===== src/shared/emb_pkg.sv =====
// Package for the external memory bus port: widths, reset values, request and pin structs
package emb_pkg;
  localparam int ADDR_W = 18;
  localparam int DATA_W = 24;
  localparam int ATTR_W = 4;
  // Default operating-mode bit that lifts the one-hot attribute limit
  localparam int ATTR_PRIO_DIS_BIT = 14;
  localparam logic [ADDR_W-1:0] ADDR_RST = 18'h00000;
  localparam logic [DATA_W-1:0] DATA_RST = 24'h000000;
  localparam logic [ATTR_W-1:0] ATTR_RST = 4'h0;
  // Read strobe length: two cycles for the data synchroniser, one for the pins to settle
  localparam int RD_CYCLES = 3;

  typedef enum logic [1:0] {
    EMB_IDLE  = 2'b00,
    EMB_READ  = 2'b01,
    EMB_WRITE = 2'b10
  } emb_state_t;

  // One access request from the core
  typedef struct packed {
    logic              write;
    logic [ADDR_W-1:0] addr;
    logic [DATA_W-1:0] wdata;
    logic [ATTR_W-1:0] attr;
  } emb_req_t;

  // Output pins with their enables
  typedef struct packed {
    logic [ADDR_W-1:0] addr;
    logic              addr_oe;
    logic [DATA_W-1:0] data;
    logic              data_oe;
    logic [ATTR_W-1:0] attr;
    logic              attr_oe;
    logic              rd_n;
    logic              wr_n;
    logic              bus_busy_line_n;
    logic              strobe_oe;
  } emb_pins_t;
endpackage


===== src/verilog/emb_port.sv =====
// External memory bus port: master-side address, data, strobes and attributes
// Behaviour
// RL1 - Stop or wait releases bus, floats all pins; the code still drives bus_busy_line_n high
// RL2 - Drive 18 address lines while bus master
// RL3 - Float address lines when not bus master
// RL4 - Address holds last value when idle
// RL5 - 24 data lines bidirectional while bus master
// RL6 - Float data lines when not bus master
// RL7 - Stop/wait: data inputs ignored, outputs floated
// RL8 - Active-low read strobe, floated when not master
// RL9 - Active-low write strobe, floated when not master
// RL10 - One attribute line unless priority disabled
// RL11 - Drive data only on writes; sample reads
`timescale 1ns/1ps
`default_nettype none
module emb_port #(
  parameter int ADDR_W = emb_pkg::ADDR_W,
  parameter int DATA_W = emb_pkg::DATA_W,
  parameter int ATTR_W = emb_pkg::ATTR_W
) (
  input  wire logic                 i_clk,
  input  wire logic                 i_reset_n,
  input  wire logic                 i_bus_grant,
  input  wire logic                 i_low_power,
  input  wire logic                 i_attribute_priority_disable,
  input  wire logic                 i_req_valid,
  input  wire emb_pkg::emb_req_t    i_req,
  input  wire logic [DATA_W-1:0]    i_data_pin,
  output logic                      o_req_ready,
  output logic                      o_rdata_valid,
  output logic [DATA_W-1:0]         o_rdata,
  output logic                      o_bus_master,
  output emb_pkg::emb_pins_t        o_pins
);
  logic                rst_sync_ff;
  logic                rst_n_ff;
  logic [DATA_W-1:0]   din_meta_ff;
  logic [DATA_W-1:0]   din_ff;
  emb_pkg::emb_state_t state_ff;
  emb_pkg::emb_state_t nxt_state;
  logic                master_ff;
  logic [ADDR_W-1:0]   addr_ff;
  logic [DATA_W-1:0]   wdata_ff;
  logic [ATTR_W-1:0]   attr_ff;
  logic                rd_n_ff;
  logic                wr_n_ff;
  logic                data_oe_ff;
  logic                rvalid_ff;
  logic [DATA_W-1:0]   rdata_ff;
  logic [ATTR_W-1:0]   attr_sel;
  logic [1:0]          rd_cnt_ff;
  logic                ready_ff;
  logic                busy_n_ff;

  // Reset release through two flops
  always_ff @(posedge i_clk or negedge i_reset_n)
  begin
    if (!i_reset_n)
    begin
      rst_sync_ff <= 1'b0;
      rst_n_ff    <= 1'b0;
    end
    else
    begin
      rst_sync_ff <= 1'b1;
      rst_n_ff    <= rst_sync_ff;
    end
  end

  // Data pins come from outside; two flops before use
  always_ff @(posedge i_clk or negedge rst_n_ff)
  begin
    if (!rst_n_ff)
    begin
      din_meta_ff <= emb_pkg::DATA_RST;
      din_ff      <= emb_pkg::DATA_RST;
    end
    else
    begin
      din_meta_ff <= i_data_pin;
      din_ff      <= din_meta_ff;
    end
  end

  emb_attr_prio #(
    .W (ATTR_W)
  ) u_attr_prio (
    .i_attr     (i_req.attr),
    .i_prio_dis (i_attribute_priority_disable),
    .o_attr     (attr_sel)
  );

  wire master_nxt = i_bus_grant & ~i_low_power; // RL1
  wire accept     = master_ff & master_nxt & i_req_valid & (state_ff == emb_pkg::EMB_IDLE);
  wire rd_last    = (rd_cnt_ff == 2'(emb_pkg::RD_CYCLES - 1));

  // Read stays until the synchronised data reflects the driven address
  always_comb
  begin
    nxt_state = state_ff;
    unique case (state_ff)
      emb_pkg::EMB_IDLE:
        if (accept)
          nxt_state = i_req.write ? emb_pkg::EMB_WRITE : emb_pkg::EMB_READ;
      emb_pkg::EMB_READ:  nxt_state = rd_last ? emb_pkg::EMB_IDLE : emb_pkg::EMB_READ;
      emb_pkg::EMB_WRITE: nxt_state = emb_pkg::EMB_IDLE;
      default:            nxt_state = emb_pkg::EMB_IDLE;
    endcase
    if (!master_nxt)
      nxt_state = emb_pkg::EMB_IDLE; // RL1
  end

  always_ff @(posedge i_clk or negedge rst_n_ff)
  begin
    if (!rst_n_ff)
    begin
      state_ff   <= emb_pkg::EMB_IDLE;
      master_ff  <= 1'b0;
      ready_ff   <= 1'b0;
      busy_n_ff  <= 1'b1;
      rd_cnt_ff  <= 2'h0;
      rd_n_ff    <= 1'b1;
      wr_n_ff    <= 1'b1;
      data_oe_ff <= 1'b0;
    end
    else
    begin
      state_ff   <= nxt_state;
      master_ff  <= master_nxt; // RL1
      ready_ff   <= master_nxt & (nxt_state == emb_pkg::EMB_IDLE);
      busy_n_ff  <= ~master_nxt;
      rd_cnt_ff  <= (state_ff == emb_pkg::EMB_READ) ? rd_cnt_ff + 2'h1 : 2'h0;
      rd_n_ff    <= (nxt_state != emb_pkg::EMB_READ); // RL8
      wr_n_ff    <= (nxt_state != emb_pkg::EMB_WRITE); // RL9
      data_oe_ff <= (nxt_state == emb_pkg::EMB_WRITE); // RL11
    end
  end

  // Address held between accesses to avoid toggling
  always_ff @(posedge i_clk or negedge rst_n_ff)
  begin
    if (!rst_n_ff)
    begin
      addr_ff  <= emb_pkg::ADDR_RST;
      wdata_ff <= emb_pkg::DATA_RST;
      attr_ff  <= emb_pkg::ATTR_RST;
    end
    else if (accept)
    begin
      addr_ff  <= i_req.addr; // RL4
      wdata_ff <= i_req.wdata;
      attr_ff  <= attr_sel; // RL10
    end
  end

  // Read data sampled at end of read; inputs ignored otherwise
  always_ff @(posedge i_clk or negedge rst_n_ff)
  begin
    if (!rst_n_ff)
    begin
      rvalid_ff <= 1'b0;
      rdata_ff  <= emb_pkg::DATA_RST;
    end
    else
    begin
      rvalid_ff <= (state_ff == emb_pkg::EMB_READ) & rd_last & master_nxt; // RL7
      if ((state_ff == emb_pkg::EMB_READ) && rd_last && master_nxt)
        rdata_ff <= din_ff; // RL11
    end
  end

  assign o_req_ready   = ready_ff;
  assign o_rdata_valid = rvalid_ff;
  assign o_rdata       = rdata_ff;
  assign o_bus_master  = master_ff;

  assign o_pins.addr            = addr_ff;
  assign o_pins.addr_oe         = master_ff; // RL2 RL3
  assign o_pins.data            = wdata_ff;
  assign o_pins.data_oe         = data_oe_ff; // RL5 RL6 RL7
  assign o_pins.attr            = attr_ff;
  assign o_pins.attr_oe         = master_ff;
  assign o_pins.rd_n            = rd_n_ff;
  assign o_pins.wr_n            = wr_n_ff;
  assign o_pins.bus_busy_line_n = busy_n_ff;
  assign o_pins.strobe_oe       = master_ff; // RL8 RL9

  property p_lp_float;
    @(posedge i_clk) disable iff (!rst_n_ff)
    i_low_power |=> !o_pins.addr_oe && !o_pins.data_oe && !o_pins.strobe_oe;
  endproperty
  a_lp_float: assert property (p_lp_float) else $error("pins driven in low power"); // RL1

  property p_addr_oe;
    @(posedge i_clk) disable iff (!rst_n_ff)
    (rst_n_ff && i_bus_grant && !i_low_power) |=> o_pins.addr_oe;
  endproperty
  a_addr_oe: assert property (p_addr_oe) else $error("address not driven as master"); // RL2

  property p_addr_float;
    @(posedge i_clk) disable iff (!rst_n_ff)
    !o_bus_master |-> !o_pins.addr_oe && !o_pins.attr_oe;
  endproperty
  a_addr_float: assert property (p_addr_float) else $error("address driven off bus"); // RL3

  property p_addr_hold;
    @(posedge i_clk) disable iff (!rst_n_ff)
    !(o_req_ready && i_req_valid) |=> $stable(o_pins.addr);
  endproperty
  a_addr_hold: assert property (p_addr_hold) else $error("address changed while idle"); // RL4

  property p_write_drive;
    @(posedge i_clk) disable iff (!rst_n_ff)
    (o_req_ready && i_req_valid && i_req.write && master_nxt)
      |=> o_pins.data_oe && !o_pins.wr_n && o_pins.data == $past(i_req.wdata);
  endproperty
  a_write_drive: assert property (p_write_drive) else $error("write data not driven"); // RL5

  property p_data_float;
    @(posedge i_clk) disable iff (!rst_n_ff)
    !o_bus_master |-> !o_pins.data_oe;
  endproperty
  a_data_float: assert property (p_data_float) else $error("data driven off bus"); // RL6

  property p_lp_ignore;
    @(posedge i_clk) disable iff (!rst_n_ff)
    i_low_power |=> !o_rdata_valid;
  endproperty
  a_lp_ignore: assert property (p_lp_ignore) else $error("data taken in low power"); // RL7

  property p_read;
    @(posedge i_clk) disable iff (!rst_n_ff)
    (o_req_ready && i_req_valid && !i_req.write && master_nxt && !i_low_power)
      |=> !o_pins.rd_n && o_pins.wr_n && !o_pins.data_oe;
  endproperty
  a_read: assert property (p_read) else $error("read strobe wrong"); // RL8 RL11

  property p_read_end;
    @(posedge i_clk) disable iff (!rst_n_ff)
    (o_req_ready && i_req_valid && !i_req.write && master_nxt) ##1 master_nxt[*3]
      |-> !o_pins.rd_n ##1 o_pins.rd_n && o_rdata_valid;
  endproperty
  a_read_end: assert property (p_read_end) else $error("read did not complete"); // RL8 RL11

  property p_strobe_excl;
    @(posedge i_clk) disable iff (!rst_n_ff)
    !(!o_pins.rd_n && !o_pins.wr_n);
  endproperty
  a_strobe_excl: assert property (p_strobe_excl) else $error("read and write together"); // RL9

  property p_attr_one;
    @(posedge i_clk) disable iff (!rst_n_ff)
    (o_req_ready && i_req_valid && master_nxt && !i_attribute_priority_disable)
      |=> $onehot0(o_pins.attr);
  endproperty
  a_attr_one: assert property (p_attr_one) else $error("several attribute lines"); // RL10
endmodule
`default_nettype wire


===== src/verilog/emb_attr_prio.sv =====
// Address attribute priority: keeps only the lowest asserted line unless disabled
`timescale 1ns/1ps
`default_nettype none
module emb_attr_prio #(
  parameter int W = 4
) (
  input  wire logic [W-1:0] i_attr,
  input  wire logic         i_prio_dis,
  output logic      [W-1:0] o_attr
);
  wire [W-1:0] lowest = i_attr & (~i_attr + W'(1));
  assign o_attr = i_prio_dis ? i_attr : lowest; // RL10
endmodule
`default_nettype wire


===== config.mk =====
export PLATFORM = sky130hd
export DESIGN_NAME = emb_port
export DESIGN_NICKNAME = d
export VERILOG_FILES = /design/src/shared/emb_pkg.sv /design/src/verilog/emb_port.sv /design/src/verilog/emb_attr_prio.sv
export SDC_FILE = /design/constraint.sdc
export NUM_CORES = 1
export LEC_CHECK = 0
export BUFFER_PORTS_ARGS = -buffer_cell sky130_fd_sc_hd__buf_2
export CORE_UTILIZATION = 53
export DETAILED_ROUTE_END_ITERATION = 8
export PLACE_DENSITY = 0.84
export SYNTH_ARGS = -nofsm -noshare
export SYNTH_HDL_FRONTEND = slang
export SYNTH_SLANG_ARGS = --single-unit

===== constraint.sdc =====
create_clock -name i_clk -period 5.92 [get_ports i_clk]
set_input_delay 0.296 -clock i_clk [delete_from_list [all_inputs] [get_ports i_clk]]
set_output_delay 0.296 -clock i_clk [all_outputs]
set_load 0.02 [all_outputs]

# After elaboration in Yosys (flattened, before gate mapping)

Index checks and enable logic that the tools add are counted.

Word-level logic and storage cells: 46
Bits of input ports: 77
Register bits: 131

Eq/ne operators: 5
Mux-type cells: 7
$add $sub $neg: 2
Bitwise logic cells: 11
Reductions and logical operators: 4

Operator list:

| cell                  | number |
|---|---|
| $mux W2               | 4 |
| $and A1 B1 Y1         | 7 |
| $add A4 B1 Y4 const B | 1 |
| $and A4 B4 Y4         | 1 |
| $eq A2 B2 Y1 const B  | 2 |
| $logic_not A2 Y1      | 2 |
| $mux W4               | 1 |
| $not A4 Y4            | 1 |
| $pmux W2 S2           | 1 |
| $add A2 B1 Y2 const B | 1 |
| $eq A2 B1 Y1 const B  | 1 |
| $logic_and A1 B1 Y1   | 2 |
| $ne A2 B1 Y1 const B  | 1 |
| $ne A2 B2 Y1 const B  | 1 |
| $not A1 Y1            | 2 |
| $mux W1               | 1 |

# Longest topological paths before layout

Depth in word-level cells: 10
Depth in mapped cells: 5
Gate-level depth less buffers: 4

# Cells and area by module

From an unflattened synthesis, not the netlist that was laid out.

Cell total of the unflattened synthesis: 243
Area total of the unflattened synthesis: 4453.0 µm²

By module, submodules not included:

| module        | times used | area an instance (µm²) | cells an instance |
|---|---|---|---|
| emb_port      | 1          | 4405.5                 | 236 |
| emb_attr_prio | 1          | 47.5                   | 7 |

# Worst setup path after synthesis

OpenSTA, ideal clock, no wires.

Path kind: register to register
Start point: reg state_ff[0]
End point: reg addr_ff[0]
Data required time: 5.795 ns
Cell stages (with the launch flop): 5
Arrival time: 1.292 ns
Buffers on the path: 1
Path slack: 4.503 ns
Path through: dfrtp_1 > nor2_1 > nand4_4 > buf_6 > mux2_4

Cells in the longest elaborated chain, start to end: 2

Ends and longest elaborated chain:

| item                   | line            | source |
|---|---|---|
| from (decl)            | emb_port.sv:39  | `emb_pkg::emb_state_t state_ff;` |
| from (signal assigned) | emb_port.sv:117 | `state_ff <= emb_pkg::EMB_IDLE;` |
| from (signal assigned) | emb_port.sv:128 | `state_ff <= nxt_state;` |
| $logic_not A2 Y1       | emb_port.sv:94  | `wire accept = master_ff & master_nxt & i_req_valid & (state_ff == emb_pkg::EMB_IDLE);` |
| $and A1 B1 Y1          | emb_port.sv:94  |  |
| to (signal assigned)   | emb_port.sv:144 | `addr_ff <= emb_pkg::ADDR_RST;` |
| to (signal assigned)   | emb_port.sv:150 | `addr_ff <= i_req.addr;` |
| to (decl)              | emb_port.sv:42  | `logic [ADDR_W-1:0] addr_ff;` |

Every way passes these cells.
A chain may end at the register's enable or synchronous reset.

# Worst setup path after layout

Start point: in i_low_power
End point: reg addr_ff[13]

Cells in the longest elaborated chain, start to end: 5

Ends and longest elaborated chain:

| item                        | line           | source |
|---|---|---|
| from (decl)                 | emb_port.sv:24 | `input wire logic i_low_power,` |
| $not A1 Y1                  | emb_port.sv:93 | `wire master_nxt = i_bus_grant & ~i_low_power;` |
| $and A1 B1 Y1               | emb_port.sv:93 |  |
| $and A1 B1 Y1 (3 in series) | emb_port.sv:94 |  |

Every way passes these cells.

==> impl_results.md <==
* Final Cycle Share at around two fifths
* Max Fclk at a little over 400 MHz
* Max VDD drop at between 0.2 and 0.3 mV
* Slew headroom at 26.4%
* Hold path cells at 2
* R2r worst-path depth at 3
* CP Cell Sequence: dlygate4sd3_1, buf_2, nor2b_2, nand4_4, mux2_4
* Syn_nets at ~320
* Synthesized area at 0.00453 mm2
* Clk buf depth at 2
* PD cells at between 300 and 400 mW/mm2
* Post-Syn Instances at 245
* Run status: completed
* Max-slew violations at 0
* RSZ-0062 raised after global routing: no
* Total GRT Usage at approximately 22%
* Slowest stage delay, CP at ~0.86 ns
* Initial core utilization at 54.9%
* Routed Antenna Nets at 0
* Register area at about 0.0033 mm2
* Critical path capture point type: flip-flop
* Clk Latency, worst-skew pair at approximately 0.51 ns
* Drt first pass iters at 5
* Die height at about 94 um
* Setup Viol. Count Final at 0
* Row cnt at 33
* Most common cell after layout, fill and taps aside: buf_2
* Die X at between 90 and 100 um
* Final hold viol count at 0
* Setup TNS at 0 ns
* WL/cell at around 16 um
* Commonest cells after routing, fill and taps aside: 156 x buf_2, 127 x dfrtp_1, 47 x dlygate4sd3_1
* Fillers at approximately 480
* Via density at about 4.7
* DRT iter0 DRCs at 47
* Largest net degree at the start of global routing at 94
* CP Buf/Inv Count at 2
* DR DRC count at 0
* Synthesis-to-finish area growth at 41.2%
* H-tree Lvls at 4
* Post-Route WL at 9.32 mm
* Setup Buffers After CTS at 0
* TritonCTS Buffers at 17
* Core area at 0.00826 mm2
* Nets at ~530
* Post-synthesis area per instance at between 15 and 20 um2
* Worst path depth at 5
* # port buffers at roughly 160
* Sequential area share after synthesis at 72.4%
* Max FO, Critical Path at 45
* CTS tree: built
* Worst Hold Class: input port to flip-flop
* Diode count at 0
* Synth warnings at 0
* Ports at between 150 and 200
* Clock transition at path regs at roughly 0.06 ns
* DR vias at ~2700
* Vias in the first global route at between 2000 and 3000
* Antenna violations before repair at 0
* First-pass GRT wire length at ~14 mm
* Yosys cell types at 23
* Flops & latches, synth at around 130
* Share of layout cells above drive strength 1 at 56.2%
* Worst-path cell with the longest stage delay: nand4_4
* Clock skew at 0.0104 ns
* Final core utilization at between 70 and 80%
* Area occupied by multi-input gates at ~0.0011 mm2
* Total gr overflow at 0
* Root Driver: clkbuf_8
* Worst-Margin Slew at between 1 and 1.5 ns
* Top delay family on crit path: simple AND/OR/NAND/NOR gates
* FF-to-FF setup slack at ~3.7 ns
* Critical path launch point type: input port
* Die area at roughly 0.0089 mm2
* Setup CP Type: input port to flip-flop
* Tot Pwr at roughly 2.5 mW
* Tmin final at 2.44 ns
* Total of max-cap violations at 0
* Detail Placement HPWL at roughly 5.5 mm
* Critical path data required time at 6.30 ns
* Leak at 3.44 nW
* Sink Count at 131
* Worst Path Arrival at around 2.8 ns
* Gpl congestion at 0.678
## worst paths after layout
kind                                        from                        to
min in group asynchronous              i_reset_n        rst_n_ff$_DFF_PN0_
min reg2reg                   rst_n_ff$_DFF_PN0_   addr_ff[13]$_DFFE_PN0N_
max in group asynchronous     rst_n_ff$_DFF_PN0_    o_rdata[3]$_DFFE_PN0P_
min                                    i_req[27]  wdata_ff[23]$_DFFE_PN0N_
max reg2reg                state_ff[0]$_DFF_PN0_   addr_ff[13]$_DFFE_PN0N_
max                                  i_low_power   addr_ff[13]$_DFFE_PN0N_
## cells in the mapped netlist, drive strengths merged
cell / instances / area [um2]
nand2b: 1 / 6.26
dfstp: 3 / 78.8
conb: 1 / 3.75
dfrtp: 128 / 3200
inv: 7 / 26.3
o21ai: 4 / 20.0
and4: 1 / 8.76
mux2: 67 / 897
nand4b: 1 / 23.8
buf: 15 / 133
and2: 2 / 12.5
nor3: 1 / 5.00
nor2b: 1 / 8.76
o32a: 1 / 10.0
mux2i: 3 / 30.0
nor2: 5 / 18.8
ha: 1 / 12.5
o32ai: 1 / 8.76
nand2: 1 / 3.75
nand4: 1 / 21.3
## sequential cells by signal, indices dropped and copies added (netlist names), 2 cells and up
signal and cells:
state_ff 2, o_rdata 24, attr_ff 4, din_ff 24, din_meta_ff 24, addr_ff 18
wdata_ff 24, rd_cnt_ff 2
## per-stage QoR
stage	instance area [um2]	hold WS (ns)	worst slack, ns	cells
floorplan	4530	0.000409	2.01	245
finish	6400	0.0230	3.48	571
global placement	5320	0.0806	3.61	492
CTS	6370	0.000271	3.53	568
global route	6400	0.00152	3.39	571
detailed placement	5320	0.0845	3.51	492
## power breakdown
part	internal, mW	switching (mW)	leakage (nW)
Combinational	0.183	0.186	1.53
Clock	0.656	0.402	0.289
Sequential	0.992	0.0600	1.62
## final cells by class
cell class,count,share of cell area (%)
multi-input cells,92,17.0
clock buffers,18,6.53
inverters,7,0.410
clock inverters,14,2.97
well taps,105,2.05
flip-flops and latches,131,51.3
repair buffers,204,19.7
## cell families after synthesis
kind of cell / count (synthesis) / synth area share, %
buffers and inverters: 22 / 3.51
adder cells (fa/ha/maj): 1 / 0.276
multiplexers: 70 / 20.5
flip-flops: 131 / 72.4
AND/OR/NAND/NOR: 14 / 2.40
other: 1 / 0.0827
AO/OA/AOI/OAI: 6 / 0.856
## layer usage
layer / wire length [um] / GRT usage (%) / vias to the layer above / part of all wire (%)
met5: 0 / 0 / - / 0
met4: 119 / 8.71 / 0 / 1.3
met3: 460 / 7.00 / 13 / 4.9
met2: 4860 / 38.0 / 111 / 52
met1: 3880 / 26.4 / 1340 / 42
li1: - / - / 1234 / -
## what timing repair did
action,4_1_cts,5_1_grt
endpoints found under the hold margin,45,3
gates resized for setup,0,0
hold buffers,44,3
No activity file was read; power rests on OpenSTA's default activity.
